--- config.mk ---
export PLATFORM = sky130hd
export DESIGN_NAME = diag_led_status_logic
export DESIGN_NICKNAME = d
export VERILOG_FILES = /design/src/shared/diag_led_pkg.sv /design/src/rtl/activity_watchdog.sv /design/src/rtl/hart_retry_tracker.sv /design/src/rtl/diag_led_status_logic.sv
export SDC_FILE = /design/constraint.sdc
export NUM_CORES = 1
export LEC_CHECK = 0
export BUFFER_PORTS_ARGS = -buffer_cell sky130_fd_sc_hd__clkbuf_2
export CORE_ASPECT_RATIO = 0.75
export CORE_MARGIN = 1.5
export CORE_UTILIZATION = 63
export DETAILED_ROUTE_END_ITERATION = 12
export GPL_ROUTABILITY_DRIVEN = 0
export GPL_TIMING_DRIVEN = 1
export PLACE_DENSITY_LB_ADDON = 0.2
export SLEW_MARGIN = 30
export SYNTH_ARGS = -nofsm -noshare
export SYNTH_HDL_FRONTEND = slang
export SYNTH_SLANG_ARGS = --single-unit
export TNS_END_PERCENT = 50
--- constraint.sdc ---
create_clock -name clk_sys -period 4.95 [get_ports clk_sys]
set_input_delay 0.2475 -clock clk_sys [delete_from_list [all_inputs] [get_ports clk_sys]]
set_output_delay 0.2475 -clock clk_sys [all_outputs]
set_load 0.02 [all_outputs]
--- src/shared/diag_led_pkg.sv ---
// Constants shared by the diagnostic lamp logic
package diag_led_pkg;
	localparam int unsigned CHAN_N          = 8;
	localparam int unsigned CHAN_W          = 3;
	localparam longint      CLK_HZ          = 64'h0000_0000_02FA_F080;
	// Host link silence that counts as lost communication
	localparam longint      COMM_TIMEOUT_MS = 64'h0000_0000_0000_0064;
	localparam int unsigned COMM_TIMEOUT_CYC =
		int'((COMM_TIMEOUT_MS * CLK_HZ) / 64'h0000_0000_0000_03E8);
	// Longest gap between end-of-conversion edges while field power is good
	localparam longint      EOC_TIMEOUT_MS  = 64'h0000_0000_0000_0014;
	localparam int unsigned EOC_TIMEOUT_CYC =
		int'((EOC_TIMEOUT_MS * CLK_HZ) / 64'h0000_0000_0000_03E8);
	localparam int unsigned WD_W            = 23;
	localparam logic [1:0]  HART_RETRIES    = 2'h3;
	localparam logic [7:0]  NO_REPLY_MASK   = 8'hFF;
	localparam logic [7:0]  CHAN_LED_RST    = 8'h00;
	localparam logic [1:0]  RETRY_CNT_RST   = 2'h0;

	typedef enum logic [2:0] {
		DISP_IDLE = 3'b001,
		DISP_WAIT = 3'b010,
		DISP_FAIL = 3'b100
	} disp_state_e;
endpackage

--- src/rtl/activity_watchdog.sv ---
// Retriggerable watchdog: alive while kicks arrive within the limit
`timescale 1ns/1ns
`default_nettype none
module activity_watchdog #(
	parameter int unsigned LIMIT = 1000
) (
	input  wire logic clk_sys,
	input  wire logic sys_rst,
	input  wire logic kick,
	output var  logic alive
);
	logic [diag_led_pkg::WD_W-1:0] cnt_q;
	logic [diag_led_pkg::WD_W-1:0] cnt_d;
	logic                          alive_q;
	logic                          alive_d;

	always_comb begin
		cnt_d   = cnt_q;
		alive_d = alive_q;
		if (kick) begin
			cnt_d   = '0;
			alive_d = 1'b1;
		end else if (alive_q) begin
			if (cnt_q == diag_led_pkg::WD_W'(LIMIT - 1)) begin
				alive_d = 1'b0;
			end else begin
				cnt_d = cnt_q + 1'b1;
			end
		end
	end

	always_ff @(posedge clk_sys) begin
		if (sys_rst) begin
			cnt_q   <= '0;
			alive_q <= 1'b0;
		end else begin
			cnt_q   <= cnt_d;
			alive_q <= alive_d;
		end
	end

	assign alive = alive_q;
endmodule
`default_nettype wire

--- src/rtl/hart_retry_tracker.sv ---
// Counts failed HART attempts and flags when all retries are spent
`timescale 1ns/1ns
`default_nettype none
module hart_retry_tracker (
	input  wire logic clk_sys,
	input  wire logic sys_rst,
	input  wire logic clear,
	input  wire logic first_req,
	input  wire logic attempt_fail,
	output var  logic give_up
);
	logic [1:0] cnt_q;
	logic [1:0] cnt_d;
	logic       give_up_q;
	logic       give_up_d;

	always_comb begin
		cnt_d     = cnt_q;
		give_up_d = 1'b0;
		if (clear || first_req) begin
			cnt_d = diag_led_pkg::RETRY_CNT_RST;
		end else if (attempt_fail) begin
			if (cnt_q == diag_led_pkg::HART_RETRIES) begin
				give_up_d = 1'b1;
				cnt_d     = diag_led_pkg::RETRY_CNT_RST;
			end else begin
				cnt_d = cnt_q + 2'h1;
			end
		end
	end

	always_ff @(posedge clk_sys) begin
		if (sys_rst) begin
			cnt_q     <= diag_led_pkg::RETRY_CNT_RST;
			give_up_q <= 1'b0;
		end else begin
			cnt_q     <= cnt_d;
			give_up_q <= give_up_d;
		end
	end

	assign give_up = give_up_q;
endmodule
`default_nettype wire

--- src/rtl/diag_led_status_logic.sv ---
// Front-panel diagnostic lamp logic of an eight-channel HART I/O module
`timescale 1ns/1ns
`default_nettype none
module diag_led_status_logic #(
	parameter int unsigned COMM_TIMEOUT = diag_led_pkg::COMM_TIMEOUT_CYC,
	parameter int unsigned EOC_TIMEOUT  = diag_led_pkg::EOC_TIMEOUT_CYC
) (
	input  wire logic       clk_sys,
	input  wire logic       sys_rst,
	input  wire logic       supply_ok,
	input  wire logic       host_access,
	input  wire logic       eoc_in,
	input  wire logic       ref_out_of_range,
	input  wire logic       flash_test_fail,
	input  wire logic       ee_test_fail,
	input  wire logic       ram_test_fail,
	input  wire logic       cfg_wr,
	input  wire logic       cfg_wr_configure,
	input  wire logic       cfg_wr_force,
	input  wire logic       hart_req,
	input  wire logic       hart_req_retry,
	input  wire logic [2:0] hart_chan,
	input  wire logic       hart_reply_ok,
	input  wire logic       hart_attempt_fail,
	output var  logic       led_power,
	output var  logic       led_link,
	output var  logic       led_ext_fault,
	output var  logic       led_int_fault,
	output var  logic [7:0] chan_led,
	output var  logic       cfg_configured,
	output var  logic       cfg_forced
);
	////////////////////////////////////////////////////////////////////////////
	// Watchdogs on host link and converter strobe

	logic link_alive;
	logic eoc_alive;
	logic eoc_prev_q;
	logic eoc_edge;

	assign eoc_edge = eoc_in ^ eoc_prev_q;

	activity_watchdog #(
		.LIMIT (COMM_TIMEOUT)
	) u_link_wd (
		.clk_sys (clk_sys),
		.sys_rst (sys_rst),
		.kick    (host_access),
		.alive   (link_alive)
	);

	activity_watchdog #(
		.LIMIT (EOC_TIMEOUT)
	) u_eoc_wd (
		.clk_sys (clk_sys),
		.sys_rst (sys_rst),
		.kick    (eoc_edge),
		.alive   (eoc_alive)
	);

	////////////////////////////////////////////////////////////////////////////
	// Configuration bits and status lamps

	logic       configured_q;
	logic       configured_d;
	logic       forced_q;
	logic       forced_d;
	logic       link_seen_q;
	logic       link_seen_d;
	logic       comm_lost;
	logic       led_power_q;
	logic       led_link_q;
	logic       led_ext_q;
	logic       led_int_q;
	logic       led_int_d;

	// Lost only counts once the host has talked at least once
	assign comm_lost = link_seen_q && !link_alive;

	always_comb begin
		configured_d = configured_q;
		forced_d     = forced_q;
		link_seen_d  = link_seen_q | host_access;
		if (cfg_wr) begin
			configured_d = cfg_wr_configure;
			forced_d     = cfg_wr_force;
		end
		// field power loss stays off this lamp
		led_int_d = forced_q | comm_lost | ref_out_of_range
			| flash_test_fail | ee_test_fail | ram_test_fail;
	end

	always_ff @(posedge clk_sys) begin
		if (sys_rst) begin
			configured_q <= 1'b0;
			forced_q     <= 1'b0;
			link_seen_q  <= 1'b0;
			eoc_prev_q   <= 1'b0;
			led_power_q  <= 1'b0;
			led_link_q   <= 1'b0;
			led_ext_q    <= 1'b0;
			led_int_q    <= 1'b0;
		end else begin
			configured_q <= configured_d;
			forced_q     <= forced_d;
			link_seen_q  <= link_seen_d;
			eoc_prev_q   <= eoc_in;
			led_power_q  <= supply_ok;
			led_link_q   <= link_alive;
			// no strobe edges means field power gone
			led_ext_q    <= !eoc_alive;
			led_int_q    <= led_int_d;
		end
	end

	////////////////////////////////////////////////////////////////////////////
	// Channel traffic display

	logic [7:0]                      chan_led_q;
	logic [7:0]                      chan_led_d;
	logic [diag_led_pkg::CHAN_W-1:0] chan_sel_q;
	logic [diag_led_pkg::CHAN_W-1:0] chan_sel_d;
	diag_led_pkg::disp_state_e       disp_q;
	diag_led_pkg::disp_state_e       disp_d;
	logic [7:0]                      req_onehot;
	logic [7:0]                      sel_onehot;
	logic                            first_req;
	logic                            attempt_fail;
	logic                            tracker_clear;
	logic                            give_up;

	assign req_onehot    = 8'h01 << hart_chan;
	assign sel_onehot    = 8'h01 << chan_sel_q;

	assign first_req     = configured_q && hart_req && !hart_req_retry;
	// Silence only counts against a request still waiting
	assign attempt_fail  = configured_q && hart_attempt_fail
		&& (disp_q == diag_led_pkg::DISP_WAIT);
	// Good reply or deconfiguration forgets old failures
	assign tracker_clear = !configured_q || hart_reply_ok;

	hart_retry_tracker u_retry (
		.clk_sys      (clk_sys),
		.sys_rst      (sys_rst),
		.clear        (tracker_clear),
		.first_req    (first_req),
		.attempt_fail (attempt_fail),
		.give_up      (give_up)
	);

	always_comb begin
		disp_d     = disp_q;
		chan_sel_d = chan_sel_q;
		chan_led_d = chan_led_q;
		if (!configured_q) begin
			disp_d     = diag_led_pkg::DISP_IDLE;
			chan_led_d = diag_led_pkg::CHAN_LED_RST;
		end else if (hart_req) begin
			disp_d     = diag_led_pkg::DISP_WAIT;
			chan_sel_d = hart_chan;
			chan_led_d = req_onehot;
		end else begin
			unique case (disp_q)
				diag_led_pkg::DISP_IDLE: begin
					chan_led_d = chan_led_q;
				end
				diag_led_pkg::DISP_WAIT: begin
					if (hart_reply_ok) begin
						disp_d     = diag_led_pkg::DISP_IDLE;
						chan_led_d = diag_led_pkg::CHAN_LED_RST;
					end else if (give_up) begin
						disp_d     = diag_led_pkg::DISP_FAIL;
						chan_led_d = sel_onehot ^ diag_led_pkg::NO_REPLY_MASK;
					end
				end
				diag_led_pkg::DISP_FAIL: begin
					// Pattern holds until the next request
					chan_led_d = chan_led_q;
				end
				default: begin
					disp_d     = diag_led_pkg::DISP_IDLE;
					chan_led_d = diag_led_pkg::CHAN_LED_RST;
				end
			endcase
		end
	end

	always_ff @(posedge clk_sys) begin
		if (sys_rst) begin
			disp_q     <= diag_led_pkg::DISP_IDLE;
			chan_sel_q <= '0;
			chan_led_q <= diag_led_pkg::CHAN_LED_RST;
		end else begin
			disp_q     <= disp_d;
			chan_sel_q <= chan_sel_d;
			chan_led_q <= chan_led_d;
		end
	end

	////////////////////////////////////////////////////////////////////////////
	// Outputs straight from flip-flops

	assign led_power      = led_power_q;
	assign led_link       = led_link_q;
	assign led_ext_fault  = led_ext_q;
	assign led_int_fault  = led_int_q;
	assign chan_led       = chan_led_q;
	assign cfg_configured = configured_q;
	assign cfg_forced     = forced_q;

	////////////////////////////////////////////////////////////////////////////
	// Checks

	a_power_follows: assert property (
		@(posedge clk_sys) disable iff (sys_rst)
		!$past(sys_rst) |-> (led_power == $past(supply_ok))
	) else $error("power lamp does not follow supply flag");

	a_int_forced: assert property (
		@(posedge clk_sys) disable iff (sys_rst)
		!$past(sys_rst) && $past(forced_q) |-> led_int_fault
	) else $error("forced fault not shown on internal lamp");

	a_int_comm_lost: assert property (
		@(posedge clk_sys) disable iff (sys_rst)
		!$past(sys_rst) && $past(comm_lost) |-> led_int_fault
	) else $error("lost host link not shown on internal lamp");

	a_int_selftest: assert property (
		@(posedge clk_sys) disable iff (sys_rst)
		!$past(sys_rst) && $past(ref_out_of_range || flash_test_fail
			|| ee_test_fail || ram_test_fail) |-> led_int_fault
	) else $error("self-test fault not shown on internal lamp");

	// field loss stays off internal lamp
	a_int_quiet: assert property (
		@(posedge clk_sys) disable iff (sys_rst)
		!$past(sys_rst) && !$past(forced_q || comm_lost || ref_out_of_range
			|| flash_test_fail || ee_test_fail || ram_test_fail) |-> !led_int_fault
	) else $error("internal lamp lit without internal cause");

	a_chan_dark: assert property (
		@(posedge clk_sys) disable iff (sys_rst)
		!configured_q |=> (chan_led == diag_led_pkg::CHAN_LED_RST)
	) else $error("channel lamps lit while unconfigured");

	a_req_lights: assert property (
		@(posedge clk_sys) disable iff (sys_rst)
		configured_q && hart_req |=> (chan_led == (8'h01 << $past(hart_chan)))
	) else $error("request did not light its channel lamp alone");

	a_reply_clears: assert property (
		@(posedge clk_sys) disable iff (sys_rst)
		configured_q && !hart_req && hart_reply_ok
			&& (disp_q == diag_led_pkg::DISP_WAIT)
		|=> (chan_led == diag_led_pkg::CHAN_LED_RST)
	) else $error("good reply did not clear channel lamp");

	a_no_reply_mask: assert property (
		@(posedge clk_sys) disable iff (sys_rst)
		configured_q && !hart_req && !hart_reply_ok && give_up
			&& (disp_q == diag_led_pkg::DISP_WAIT)
		|=> (chan_led == ((8'h01 << $past(chan_sel_q)) ^ diag_led_pkg::NO_REPLY_MASK))
	) else $error("no-reply pattern wrong");

	// no failure display before retries spent
	a_no_early_fail: assert property (
		@(posedge clk_sys) disable iff (sys_rst)
		(disp_q != diag_led_pkg::DISP_FAIL) && !give_up
		|=> (disp_q != diag_led_pkg::DISP_FAIL)
	) else $error("no-reply display before retries spent");

	a_reset_dark: assert property (
		@(posedge clk_sys)
		sys_rst |=> (chan_led == diag_led_pkg::CHAN_LED_RST) && !led_power
			&& !led_int_fault && !led_link
	) else $error("lamps not dark after reset");

	// Normal blink seen
	c_blink: cover property (
		@(posedge clk_sys) disable iff (sys_rst)
		(disp_q == diag_led_pkg::DISP_WAIT) && hart_reply_ok
	);

	// Retries exhausted
	c_no_reply: cover property (
		@(posedge clk_sys) disable iff (sys_rst)
		disp_q == diag_led_pkg::DISP_FAIL
	);

	// Host link lost
	c_comm_lost: cover property (
		@(posedge clk_sys) disable iff (sys_rst)
		comm_lost
	);

	// Field power lost
	c_field_loss: cover property (
		@(posedge clk_sys) disable iff (sys_rst)
		led_ext_fault && led_power
	);
endmodule
`default_nettype wire

==> impl_results.md <==
* TritonCTS Buffers at 9
* Total wire length at 6790 um
* Worst slack, placed at approximately 2.8 ns
* WHS Endpoint: cfg_forced$_SDFFE_PP0P_
* P per Cell Area at 293 mW/mm2
* CP max-delay cell: o31ai_2
* First-pass GRT wire length at 11300 um
* Min Tclk post-route at 2.22 ns
* EDFF count, synth at 0
* Synth Area in Simple Gates at between 30% and 40%
* DR pass1 iterations at 4
* Setup bufs post-CTS at 0
* Synth top area cells: dfxtp_1 44%, nor2_1 7.7%, xor2_1 5.8%, nand3_1 3.6%, nand2_1 3.6%
* Post-Synth Adder-Cell Area at 1.13%
* Largest family of logic cells by synthesized area: simple AND/OR/NAND/NOR gates
* Core ar. at 0.00498 mm2
* Layout overhead on the synthesized area at 11.5%
* Final worst setup slack at about 2.7 ns
* Die height at 65.9 um
* Post-Syn Nets at 417
* CTS Hold Bufs at 0
* Fraction of layout cells with a size suffix above 1 at 14.0%
* Antenna Nets Post-Route at 0
* #FFs+latches synth at 73
* Num rows at 22
* Cts repair resizes at 0
* 1st-iter DRT viols at between 200 and 250
* Synth Area in XOR/XNOR at 8.42%
* CTS Sinks at 73
* Post-synthesis mux area share at 1.20%
* Die width at 86.9 um
* Max Clk Rate at 451 MHz
* Hold wc startpoint: cfg_wr_force
* Final Util at 74.5%
* TNS Setup at 0 ns
* # diodes at 0
* Max-cap violation count at 0
* Post-layout nets at 445
* Crit. End Element: register
* Vias/cell at around 5.7
* Final period util at ~45%
* Type of the tightest min-delay check: in -> reg
* Worst Path Max Fanout at 15
* Yosys cell types at 45
* Vias at 2850
* RSZ-0062 raised after global routing: false
* GRT Overall Usage at about a quarter
* Fillers at about 370
* CTS root buf: clkbuf_8
* Clock Path Buffers at 2
* Pin count of the biggest net entering global routing at 23
* Origin of the critical flop-to-flop path: u_eoc_wd.cnt_q[1]$_SDFFE_PP0P_
* Synth warn at 0
* Area leader, netlist: dfxtp_1
* Sequential area share after synthesis at 43.9%
* Slew Limit Fails at 0
* Lkg Pwr at 1.29 nW
* Req. time, crit path at 5.22 ns
* Clock Skew at 0.00715 ns
* Mapped Cells at roughly 400
* Slew HR at 38.6%
* Overflow after GRT at 0
* Main synth FF type: dfxtp_1
* Ranking of synthesized cells by instance count: 73 x dfxtp_1, 68 x nor2_1, 32 x nand2_1
* Mapped Area at 0.00333 mm2
* Count leader, synth: dfxtp_1
* Setup-failing EPs final at 0
* Slew @ Worst Pin at 0.915 ns
* Crit-path cells: ha_1 -> and3_1 -> nand2_1 -> o31ai_2 -> o21ai_0 -> a21oi_1
* Min-Delay Path Depth at 3
* Design Area, Final at about 0.0037 mm2
* Initial antenna violation count at 0
* Compound-Gate Fraction of Synth Area at 11.2%
* Critical Path Max Stage Delay at about 0.79 ns
* Routed WL per cell at 13.6 um
* Reg2Reg Depth at 6
* Status: finished, final reports clean
* R2r setup slk at 2.73 ns
* Reg-to-Reg End: u_eoc_wd.cnt_q[5]$_SDFFE_PP0P_
* Starting density of the core at between 60% and 70%
* Placed cell area at approximately 0.0035 mm2
* IO Count at 33
* Crit path DAT at 2.49 ns
* Ys async rst share at 0%
* Die area at ~0.0057 mm2
* Final Hold Fails at 0
* Worst vdd ir at 0.000189 V
* CP Launch Type: register
* Type of the worst setup path: reg -> reg
* CTS tree: done
* IO Port Bufs at 32
* Worst skew pair latency at approximately 0.35 ns
* Final HPWL DP at 4770 um
* Synth Area per Inst at 8.43 um2
* Vias in the first global route at 2516
* Clk pin slew, worst setup/hold paths at about 0.08 ns
* CTS HTree Levels at 3
* Top cell type's share of synthesized area at between 40 and 50%
* # DRC at 0
stage by stage:
stage               instances  total power [mW]  hold slack, ns
floorplan                 395             0.658           0.368
global placement          484             0.677           0.456
detailed placement        484             0.679           0.468
CTS                       500              1.10           0.124
global route              500              1.13           0.124
finish                    500              1.09           0.133
critical path: cells and delay by family, from the launching register on:
| family | cells | cell delay (ns) |
|---|---|---|
| and+or+nand+nor | 2 | 0.31 |
| AOI/OAI and AO/OA | 3 | 1.23 |
| adders and majority gates | 1 | 0.21 |
| DFF | 1 | 0.38 |
power breakdown:
group / switching, mW / internal [mW] / total [mW]
Clock: 0.224 / 0.196 / 0.420
Sequential: 0.0100 / 0.596 / 0.606
Combinational: 0.0401 / 0.0208 / 0.0608
Total: 0.274 / 0.812 / 1.09
layer usage:
| metal | wire, um | vias up | track usage [%] |
|---|---|---|---|
| met1 | 3330 | 1336 | 33.6 |
| li1 | - | 1447 | - |
| met5 | 0 | - | 0 |
| met3 | 324 | 8 | 8.24 |
| met4 | 100 | 0 | 8.27 |
| met2 | 3030 | 59 | 39.6 |
cell families after synthesis:
| logic type | count (synthesis) |
|---|---|
| XOR/XNOR | 32 |
| buffers and inverters | 26 |
| AO/OA/AOI/OAI | 54 |
| flip-flops | 73 |
| adder cells (fa/ha/maj) | 3 |
| multiplexers | 4 |
| AND/OR/NAND/NOR | 203 |
cells in the final DEF (no fill, tap or decap), types with 3 or more instances in the layout:
cell type	n
clkbuf_2	32
or4_1	3
o21ai_0	12
nor4_1	6
nor2b_1	6
mux2i_1	4
nor4b_1	4
a311oi_1	6
xnor2_1	10
o21bai_1	3
nand4_1	19
clkbuf_8	10
nor2_1	68
nand2b_1	4
inv_1	11
and2_1	5
ha_1	3
and3_1	4
nand3b_1	4
nor3_1	5
nand2_1	32
o211ai_1	3
o31ai_1	3
xor2_1	22
nand3_1	24
a21oi_1	18
dfxtp_1	73
or3_1	7
or2_2	3
final cells by class:
cell class	instances	area [um2]	area share [%]
multi-input combinational	296	1780	47.9
sequential	73	1460	39.4
timing repair buffer	32	160	4.32
clock buffer	10	138	3.71
tap	72	90.1	2.43
clock inverter	6	42.5	1.15
inverter	11	41.3	1.11
registers in the layout, indices dropped and copies added (netlist names), 2 cells and up:
signal / count
u_eoc_wd.cnt_q: 23
u_link_wd.cnt_q: 23
chan_led: 8
chan_sel_q: 3
disp_q: 3
u_retry.cnt_q: 2
worst max-delay path by stage:
stage | from | end | slack (ns) | cells after the start
final | u_eoc_wd.cnt_q[1]$_SDFFE_PP0P_ | u_eoc_wd.cnt_q[5]$_SDFFE_PP0P_ | 2.73 | 6
after global routing | u_eoc_wd.cnt_q[0]$_SDFFE_PP0P_ | u_eoc_wd.cnt_q[5]$_SDFFE_PP0P_ | 2.56 | 6
after CTS | u_eoc_wd.cnt_q[0]$_SDFFE_PP0P_ | u_eoc_wd.cnt_q[5]$_SDFFE_PP0P_ | 2.77 | 6
after detailed placement | u_eoc_wd.cnt_q[0]$_SDFFE_PP0P_ | u_eoc_wd.cnt_q[5]$_SDFFE_PP0P_ | 2.77 | 6
after global placement | u_eoc_wd.cnt_q[0]$_SDFFE_PP0P_ | u_eoc_wd.cnt_q[5]$_SDFFE_PP0P_ | 2.90 | 6
after floorplan | u_link_wd.cnt_q[0]$_SDFFE_PP0P_ | u_link_wd.cnt_q[4]$_SDFFE_PP0P_ | 3.16 | 6
(Power assumes the default switching activity.)
